==> config.mk <==
export PLATFORM = sky130hd
export DESIGN_NAME = rtipa_top
export DESIGN_NICKNAME = d
export VERILOG_FILES = /design/src/rtl/rtipa_pkg.sv /design/src/rtl/rtipa_top.sv
export VERILOG_INCLUDE_DIRS = /design/src /design/src/rtl
export SDC_FILE = /design/constraint.sdc
export NUM_CORES = 1
export LEC_CHECK = 0
export ABC_AREA = 1
export BUFFER_PORTS_ARGS = -buffer_cell sky130_fd_sc_hd__buf_2
export CORE_MARGIN = 4
export CORE_UTILIZATION = 38
export DETAILED_ROUTE_END_ITERATION = 12
export GPL_ROUTABILITY_DRIVEN = 0
export SLEW_MARGIN = 20
export SYNTH_ARGS = -nofsm -noshare
export SYNTH_HDL_FRONTEND = slang
export SYNTH_SLANG_ARGS = --single-unit
export TNS_END_PERCENT = 5
==> constraint.sdc <==
create_clock -name sys_clk_in -period 2.8 [get_ports sys_clk_in]
set_input_delay 0.7 -clock sys_clk_in [delete_from_list [all_inputs] [get_ports sys_clk_in]]
set_output_delay 0.7 -clock sys_clk_in [all_outputs]
set_load 0.03 [all_outputs]
==> src/rtl/rtipa_defines.svh <==
// Offsets, field positions, reset values and counts of the periodic interrupt and accumulator block.
// Assumes a 32-bit Avalon-MM slave with word-aligned byte addresses.
`ifndef RTIPA_DEFINES_SVH
`define RTIPA_DEFINES_SVH

// Register byte offsets
`define RTIPA_OFS_CTRL 6'h00
`define RTIPA_OFS_MASK 6'h04
`define RTIPA_OFS_FLAG 6'h08
`define RTIPA_OFS_COUNT 6'h0c
`define RTIPA_OFS_WDOG 6'h10
`define RTIPA_OFS_STAT 6'h14

// Control register fields
`define RTIPA_CTRL_RATE_LO 0
`define RTIPA_CTRL_RATE_HI 1
`define RTIPA_CTRL_MODE 4
`define RTIPA_CTRL_ENABLE 5
`define RTIPA_CTRL_EDGE 6

// Mask and flag fields, same layout in both
`define RTIPA_IRQ_PERIODIC 0
`define RTIPA_IRQ_OVF 1
`define RTIPA_IRQ_EDGE 2

// Watchdog configuration fields
`define RTIPA_WD_RATE_LO 0
`define RTIPA_WD_RATE_HI 1
`define RTIPA_WD_DISABLE 2

// Reset values
`define RTIPA_CTRL_RST 5'h00
`define RTIPA_MASK_RST 3'h0
`define RTIPA_WDOG_RST 3'h0

// Timing
`define RTIPA_BASE_LOG2 13
`define RTIPA_GATE_DIV 64
`define RTIPA_GATE_LOG2 6
`define RTIPA_WD_TAP 15
`define RTIPA_CHAIN_W 18

`endif

==> src/rtl/rtipa_pkg.sv <==
// Types shared by the periodic interrupt and accumulator block.
// Assumes rtipa_defines.svh for numeric constants.
`default_nettype none
package rtipa_pkg;

  typedef struct packed {
    logic edge_rise;
    logic enable;
    logic mode_gated;
    logic [1:0] rate;
  } rtipa_ctrl_t;

  typedef struct packed {
    logic edge_ev;
    logic ovf;
    logic periodic;
  } rtipa_irq_t;

  typedef struct packed {
    logic disable_wd;
    logic [1:0] rate;
  } rtipa_wdog_t;

  typedef enum logic [1:0] {
    RTIPA_BUS_IDLE,
    RTIPA_BUS_ACK
  } rtipa_bus_t;

endpackage : rtipa_pkg
`default_nettype wire

==> src/rtl/rtipa_top.sv <==
// Periodic interrupt timebase, 8-bit pulse accumulator and watchdog clock tap with an Avalon-MM register slave.
// Assumes a single 100 MHz clock; the accumulator pin is already synchronous to it.
`include "rtipa_defines.svh"
`default_nettype none

module rtipa_top
  import rtipa_pkg::*;
#(
  parameter int CHAIN_W = `RTIPA_CHAIN_W
) (
  // Clock and reset
  input wire logic sys_clk_in,
  input wire logic arst_n_in,
  // Avalon-MM slave
  input wire logic [5:0] avs_address_in,
  input wire logic avs_read_in,
  input wire logic avs_write_in,
  input wire logic [31:0] avs_writedata_in,
  input wire logic [3:0] avs_byteenable_in,
  output logic [31:0] avs_readdata_out,
  output logic avs_waitrequest_out,
  // Accumulator pin
  input wire logic accum_input_pin_in,
  // Watchdog clock tap and interrupt
  output logic watchdog_tick_out,
  output logic irq_out
);

  if (CHAIN_W < `RTIPA_BASE_LOG2 + 3 || CHAIN_W < `RTIPA_WD_TAP + 3) begin : g_chain_check
    $error("CHAIN_W too small for the longest periodic or watchdog tap");
  end

  rtipa_ctrl_t ctrl;
  rtipa_irq_t mask;
  rtipa_irq_t flag;
  rtipa_wdog_t wdog;
  logic [7:0] count;
  logic [CHAIN_W-1:0] chain;
  logic [CHAIN_W-1:0] next_chain;
  logic pin_q;
  logic periodic_tick;
  logic gate_tick;
  logic wd_tick;
  logic pin_edge;
  logic acc_inc;
  logic ovf_ev;
  rtipa_bus_t bus_state;
  logic wr_ack;
  logic rd_ack;
  logic [31:0] rd_word;

  // Free-running divider chain; nothing but reset stops it
  assign next_chain = chain + {{(CHAIN_W-1){1'b0}}, 1'b1};

  always_ff @(posedge sys_clk_in or negedge arst_n_in) begin
    if (!arst_n_in) begin
      chain <= '0;
    end else begin
      chain <= next_chain;
    end
  end

  // A tap bit wraps to zero exactly at each 2^(13+rate) boundary, so the interval is fixed
  // by the chain and not by the flag clear; the first one lands a full interval after reset.
  always_comb begin
    periodic_tick = 1'b0;
    unique case (ctrl.rate)
      2'h0: periodic_tick = next_chain[`RTIPA_BASE_LOG2-1:0] == '0;
      2'h1: periodic_tick = next_chain[`RTIPA_BASE_LOG2:0] == '0;
      2'h2: periodic_tick = next_chain[`RTIPA_BASE_LOG2+1:0] == '0;
      2'h3: periodic_tick = next_chain[`RTIPA_BASE_LOG2+2:0] == '0;
    endcase
  end

  assign gate_tick = next_chain[`RTIPA_GATE_LOG2-1:0] == '0;

  // Watchdog clock: one of four taps off the chain, silent when disabled
  always_comb begin
    wd_tick = 1'b0;
    unique case (wdog.rate)
      2'h0: wd_tick = next_chain[`RTIPA_WD_TAP-1:0] == '0;
      2'h1: wd_tick = next_chain[`RTIPA_WD_TAP:0] == '0;
      2'h2: wd_tick = next_chain[`RTIPA_WD_TAP+1:0] == '0;
      2'h3: wd_tick = next_chain[`RTIPA_WD_TAP+2:0] == '0;
    endcase
  end

  always_ff @(posedge sys_clk_in or negedge arst_n_in) begin
    if (!arst_n_in) begin
      watchdog_tick_out <= 1'b0;
    end else begin
      watchdog_tick_out <= wd_tick && !wdog.disable_wd;
    end
  end

  // Pin edge detect; the source keeps events at or below half the clock rate
  always_ff @(posedge sys_clk_in or negedge arst_n_in) begin
    if (!arst_n_in) begin
      pin_q <= 1'b0;
    end else begin
      pin_q <= accum_input_pin_in;
    end
  end

  assign pin_edge = ctrl.edge_rise ? (accum_input_pin_in && !pin_q) : (!accum_input_pin_in && pin_q);

  // Active level in gated mode follows the edge polarity bit: high when rising is selected
  always_comb begin
    acc_inc = 1'b0;
    if (ctrl.enable) begin
      if (ctrl.mode_gated) begin
        acc_inc = gate_tick && (accum_input_pin_in == ctrl.edge_rise);
      end else begin
        acc_inc = pin_edge;
      end
    end
  end

  assign ovf_ev = acc_inc && count == 8'hff;

  logic cnt_wr;
  assign cnt_wr = wr_ack && avs_address_in == `RTIPA_OFS_COUNT && avs_byteenable_in[0];

  // A software write wins over a same-cycle increment
  always_ff @(posedge sys_clk_in or negedge arst_n_in) begin
    if (!arst_n_in) begin
      count <= 8'h00;
    end else if (cnt_wr) begin
      count <= avs_writedata_in[7:0];
    end else if (acc_inc) begin
      count <= count + 8'h01;
    end
  end

  // Bus slave: one wait cycle per access, answer on the second edge
  always_ff @(posedge sys_clk_in or negedge arst_n_in) begin
    if (!arst_n_in) begin
      bus_state <= RTIPA_BUS_IDLE;
    end else begin
      unique case (bus_state)
        RTIPA_BUS_IDLE: begin
          if (avs_read_in || avs_write_in) begin
            bus_state <= RTIPA_BUS_ACK;
          end
        end
        RTIPA_BUS_ACK: bus_state <= RTIPA_BUS_IDLE;
        default: bus_state <= RTIPA_BUS_IDLE;
      endcase
    end
  end

  assign avs_waitrequest_out = (avs_read_in || avs_write_in) && bus_state != RTIPA_BUS_ACK;
  assign wr_ack = avs_write_in && bus_state == RTIPA_BUS_ACK;
  assign rd_ack = avs_read_in && bus_state == RTIPA_BUS_ACK;

  always_ff @(posedge sys_clk_in or negedge arst_n_in) begin
    if (!arst_n_in) begin
      ctrl <= rtipa_ctrl_t'(`RTIPA_CTRL_RST);
      mask <= rtipa_irq_t'(`RTIPA_MASK_RST);
      wdog <= rtipa_wdog_t'(`RTIPA_WDOG_RST);
    end else if (wr_ack && avs_byteenable_in[0]) begin
      if (avs_address_in == `RTIPA_OFS_CTRL) begin
        ctrl.rate <= avs_writedata_in[`RTIPA_CTRL_RATE_HI:`RTIPA_CTRL_RATE_LO];
        ctrl.mode_gated <= avs_writedata_in[`RTIPA_CTRL_MODE];
        ctrl.enable <= avs_writedata_in[`RTIPA_CTRL_ENABLE];
        ctrl.edge_rise <= avs_writedata_in[`RTIPA_CTRL_EDGE];
      end
      if (avs_address_in == `RTIPA_OFS_MASK) begin
        mask <= avs_writedata_in[`RTIPA_IRQ_EDGE:`RTIPA_IRQ_PERIODIC];
      end
      if (avs_address_in == `RTIPA_OFS_WDOG) begin
        wdog <= avs_writedata_in[`RTIPA_WD_DISABLE:`RTIPA_WD_RATE_LO];
      end
    end
  end

  // Sticky flags: write one to clear, a new event in the same cycle wins
  rtipa_irq_t flag_set;
  rtipa_irq_t flag_clr;
  assign flag_set = '{edge_ev: acc_inc && !ctrl.mode_gated, ovf: ovf_ev, periodic: periodic_tick};
  assign flag_clr = (wr_ack && avs_byteenable_in[0] && avs_address_in == `RTIPA_OFS_FLAG)
                    ? rtipa_irq_t'(avs_writedata_in[`RTIPA_IRQ_EDGE:`RTIPA_IRQ_PERIODIC]) : '0;

  always_ff @(posedge sys_clk_in or negedge arst_n_in) begin
    if (!arst_n_in) begin
      flag <= '0;
    end else begin
      flag <= (flag & ~flag_clr) | flag_set;
    end
  end

  always_ff @(posedge sys_clk_in or negedge arst_n_in) begin
    if (!arst_n_in) begin
      irq_out <= 1'b0;
    end else begin
      irq_out <= |((flag & ~flag_clr | flag_set) & mask);
    end
  end

  always_comb begin
    rd_word = 32'h0000_0000;
    unique case (avs_address_in)
      `RTIPA_OFS_CTRL: rd_word[6:0] = {ctrl.edge_rise, ctrl.enable, ctrl.mode_gated, 2'h0, ctrl.rate};
      `RTIPA_OFS_MASK: rd_word[2:0] = mask;
      `RTIPA_OFS_FLAG: rd_word[2:0] = flag;
      `RTIPA_OFS_COUNT: rd_word[7:0] = count;
      `RTIPA_OFS_WDOG: rd_word[2:0] = wdog;
      `RTIPA_OFS_STAT: rd_word[0] = accum_input_pin_in;
      default: rd_word = 32'h0000_0000;
    endcase
  end

  always_ff @(posedge sys_clk_in or negedge arst_n_in) begin
    if (!arst_n_in) begin
      avs_readdata_out <= 32'h0000_0000;
    end else if (avs_read_in && bus_state == RTIPA_BUS_IDLE) begin
      avs_readdata_out <= rd_word;
    end
  end
endmodule : rtipa_top
`default_nettype wire

======== Word-level counts from Yosys, hierarchy flattened ========
Cells that the tools add are included.
storage, ports and cells
  output and inout bits ................... 35
  word-level logic and storage cells ...... 89
  bits of input ports ..................... 47
  flip-flop bits (word level) ............. 53
cells by class
  multiplexer cells ....................... 14
  add/subtract/negate cells ............... 2
  reductions and logical operators ........ 34
  bitwise operators ....................... 4
  equal/unequal tests ..................... 16
operators by type and width
  kind                   number
  $add 18x1->18 const B  1
  $logic_not 18->1       1
  $logic_not 17->1       1
  $logic_not 16->1       1
  $mux 8                 2
  $logic_not 15->1       1
  $logic_not 14->1       1
  $logic_and 1x1->1      13
  $logic_not 13->1       1
  $eq 6x4->1 const B     2
  $eq 6x5->1 const B     2
  $logic_not 6->1        2
  $pmux 2 s5             1
  $add 8x1->8 const B    1
  $eq 2x2->1 const B     4
  $eq 8x8->1 const B     1
  $pmux 1 s4             2
  $pmux 4 s2             1
  $and 3x3->3            2
  $eq 2x1->1 const B     3
  $eq 6x3->1 const B     1
  $logic_not 2->1        3
  $pmux 1 s6             1
  $reduce_and 2->1       3
  12 further kinds       19

======== Depth between registers and ports, before layout ========
  word-level depth ........................ 10
  mapped depth ............................ 14
  depth with buffers taken out ............ 14

======== Worst setup path before layout ========
No wires, ideal clock.
  path type ............................... input -> register
  from .................................... input port avs_address_in[5]
  to ...................................... register count[2]
  setup slack ............................. 0.896 ns
  arrival ................................. 1.766 ns
  path buffers ............................ 1
  cell stages on the path ................. 9
  cells stage by stage .................... nor2_1 inv_1 nor2_4 nand2_2 nor2_4 inv_1 buf_6 nand4_1 o221ai_1
between the ends
  cells in the longest elaborated chain, start to end .. 4
  elaborated cells on any way between the ends .. 5
RTL lines
  item                                         RTL line          RTL
  start: declaration                           rtipa_top.sv:15   input wire logic [5:0] avs_address_in,
  $eq 6x4->1 (*)                               n/a
  $logic_and 1x1->1 (no line) (*)              n/a
  $logic_and 1x1->1 (*)                        rtipa_top.sv:122  assign cnt_wr = wr_ack && avs_address_in == `RTIPA_OFS_COUNT && avs_byteenable_in[0];
  $mux 8 or $reduce_bool 2->1 (tied branches)  n/a
  end signal: assignment                       rtipa_top.sv:129  count <= avs_writedata_in[7:0];
  end signal: assignment                       rtipa_top.sv:131  count <= count + 8'h01;
  end: declaration                             rtipa_top.sv:37   logic [7:0] count;
Mark *: on every way between the ends. The rest lies on a longest branch, timed or not.
A chain may end at the register's enable or synchronous reset.

======== Final worst setup path ========
  from .................................... input port avs_address_in[5]
  to ...................................... register count[0]
Same word-level chain as after synthesis.

==> results.yml <==
run_status:
  status: "finished, final reports clean"
yosys:
  yosys_warnings: 0
  yosysSeqAreaShare_pct: 43.0
  synth.area.top_cells: "dfrtp_1, nand2_1, inv_1"
  synth_top_area_cell: "dfrtp_1"
  synth_top_area_share_pct: 43.0
  syn_area_per_cell_um2: 7.75
  synth_area_um2: 3030
  syn_inst: 391
  ys_types: 36
  ys_seq_elements: 52
detailed_routing:
  drt_iter0_drc: 103
  route.detailed.drc: 0
  ant_nets: 0
  wl_per_cell_um: 12.6
  wl_mm: 6.69
  num_vias: 2542
  vias_per_cell: 4.77
  dr.pass1.iters: 4
clocking:
  cts_buffer_depth: 2
  cts_setup_buffers: 0
  cts.clk_slew.worst_paths_ns: 0.10
  cts.sinks: 52
  cts-hold-fix-buffers: 0
  htree_levels: 2
  worstSkewPairLatency_ns: 0.32
  cts_resized: 0
  cts_buffers: 5
  cts_tree: "yes"
  root_buffer: "clkbuf_8"
timing:
  finalCritPeriodShare_pct: 71.2
  clock_skew_ns: 0.00393
  rsz0062_at_grt: "no"
  hold_viol: 0
  fmax_mhz: 501
  finalSetupViolations: 0
  period_minus_slack_ns: 1.99
  whs_ns: 0.324
  finalSetupTns_ns: 0
  slew_viol_final: 0
worst_setup_path:
  cp.required_ns: 3.05
  start_kind: "input pin"
  end_kind: "flop"
  worstPathArrival_ns: 2.24
  criticalPathCategory: "input pin to flop"
  path_max_fanout: 14
place:
  dp_cells: 525
  hpwl_mm: 5.16
  portBuffers: 30
floorplanning:
  rows: 32
  die_h_um: 97.3
  die_w_um: 97.3
  die_area_um2: 9460
  coreArea_um2: 7730
  ios: 82
  start_util_pct: 39.2
layout:
  nFillCells: 823
  final_cells: 533
  seqCellArea_um2: 1300
  utilization_pct: 43.1
  area_growth_pct: 9.91
  multi_input_area_um2: 1420
  insertedDiodeCount: 0
  drive_gt1_share_pct: 15.8
  final_nets: 480
power:
  ir_drop_mv: 0.253
  leakagePower_nw: 1.65
  powerDensity_nw_per_um2: 482
run:
  cap_violations: 0
global_routing:
  grt_pass1_wl_mm: 11.5
  grt_pass1_vias: 2471
  grtUsageTotal_pct: 14.6
  grt_max_degree: 22
  antenna_found_initial: 0
  grt_overflow: 0
hold_path:
  min_path_type: "input pin to async pin"
[power by group]
group / leakage, nW / total (mW) / internal, mW / switching (mW)
combinational: 0.931 / 0.280 / 0.0860 / 0.194
clock: 0.0434 / 0.474 / 0.201 / 0.274
sequential: 0.671 / 0.852 / 0.806 / 0.0457
total: 1.65 / 1.61 / 1.09 / 0.513
[routing by layer]
layer  share of wire (%)  vias to the layer above  track usage (%)
met1                  46                     1200             19.4
met3                 4.2                        6             2.94
li1                    -                     1284                -
met4                 1.1                        0             4.58
met2                  49                       52             23.9
met5                   0                        -                0
[logic make-up after synthesis]
| group | count (synthesis) | synth area share, % |
|---|---|---|
| buffers and inverters | 79 | 13.0 |
| and+or+nand+nor | 198 | 30.9 |
| DFF | 52 | 43.0 |
| adders and majority gates | 3 | 1.24 |
| other | 1 | 0.124 |
| AOI/OAI and AO/OA | 52 | 10.0 |
| xor gates and xnor gates | 6 | 1.73 |
[critical path, cell delays in order]
cell and delay (ns):
buf_2 0.11, nor2_1 0.18, inv_1 0.11, nor2_4 0.17, nand2_2 0.14, nor2_4 0.18, inv_1 0.24, nand2_4 0.20
nor2_1 0.06, a31oi_1 0.13
[stage by stage]
stage	power (mW)	setup slack, ns	instance area (um^2)
after global routing	1.70	0.643	3330
after global placement	1.14	0.482	3230
after floorplan	1.08	0.896	3120
after detailed placement	1.15	0.481	3230
final	1.61	0.806	3330
after CTS	1.62	0.817	3330
[Yosys cell counts]
cell,number
a21oi_1,14
a311oi_1,1
a31oi_1,1
and2_1,1
buf_4,24
buf_6,1
clkinv_1,1
conb_1,1
dfrtp_1,52
ha_1,3
inv_1,53
nand2_1,92
nand2_2,7
nand2_4,1
nand3_1,26
nand3_2,4
nand3b_1,2
nand4_1,10
nor2_1,39
nor2_2,2
nor2_4,7
nor3_1,2
nor3_2,1
o2111ai_1,1
o211ai_1,2
o21ai_0,21
o21ai_1,4
o21ai_4,1
o21bai_1,1
o221ai_1,2
o22ai_1,2
o31ai_1,2
or2_1,1
or2_2,3
xnor2_1,1
xor2_1,5
[sequential cells by signal (all words and copies together), names as in the netlist]
| signal | count |
|---|---|
| flag | 3 |
| avs_readdata_out | 8 |
| bus_state | 1 |
| wdog | 3 |
| chain | 18 |
| ctrl | 5 |
| irq_out | 1 |
| mask | 3 |
| watchdog_tick_out | 1 |
| count | 8 |
| pin_q | 1 |
[final timing paths]
check                                                   to  slack, ns           startpoint  cells after the start
min in group sys_clk_in                chain[17]$_DFF_PN0_       0.48  chain[17]$_DFF_PN0_                      1
setup / recovery                      count[0]$_DFFE_PN0P_       0.81    avs_address_in[5]                     10
hold / removal                          chain[0]$_DFF_PN0_       0.32            arst_n_in                      1
max in group asynchronous  avs_readdata_out[2]$_DFFE_PN0P_       1.87            arst_n_in                      2
hold reg to reg                        chain[17]$_DFF_PN0_       0.48  chain[17]$_DFF_PN0_                      1
setup reg to reg                         irq_out$_DFF_PN0_       0.93   chain[0]$_DFF_PN0_                     13
[final cells by class]
type,instances,share of cell area [%]
timing repair buffer,34,5.41
clock buffer,6,2.48
inverter,54,6.09
clock inverter,2,0.451
tap,102,3.83
sequential,52,39.1
multi-input combinational,283,42.7
[cells in the final DEF, fill, tap and decap left out, types with 2 or more instances in the layout]
cell,synthesis,layout
nand4_1,10,10
nor3_1,2,2
nand3_2,4,4
xor2_1,5,5
nand2_1,92,92
clkbuf_8,0,6
buf_2,0,30
nand2_2,7,7
o221ai_1,2,2
a21oi_1,14,14
conb_1,1,24
nor2_4,7,7
inv_1,53,53
o21ai_1,4,4
o31ai_1,2,2
o22ai_1,2,2
clkinvlp_4,0,2
nor2_2,2,2
dfrtp_1,52,52
buf_4,24,4
or2_2,3,3
nand3_1,26,26
nand3b_1,2,2
nor2_1,39,39
ha_1,3,3
o21ai_0,21,21
o211ai_1,2,2
No activity file was read; power rests on OpenSTA's default activity.
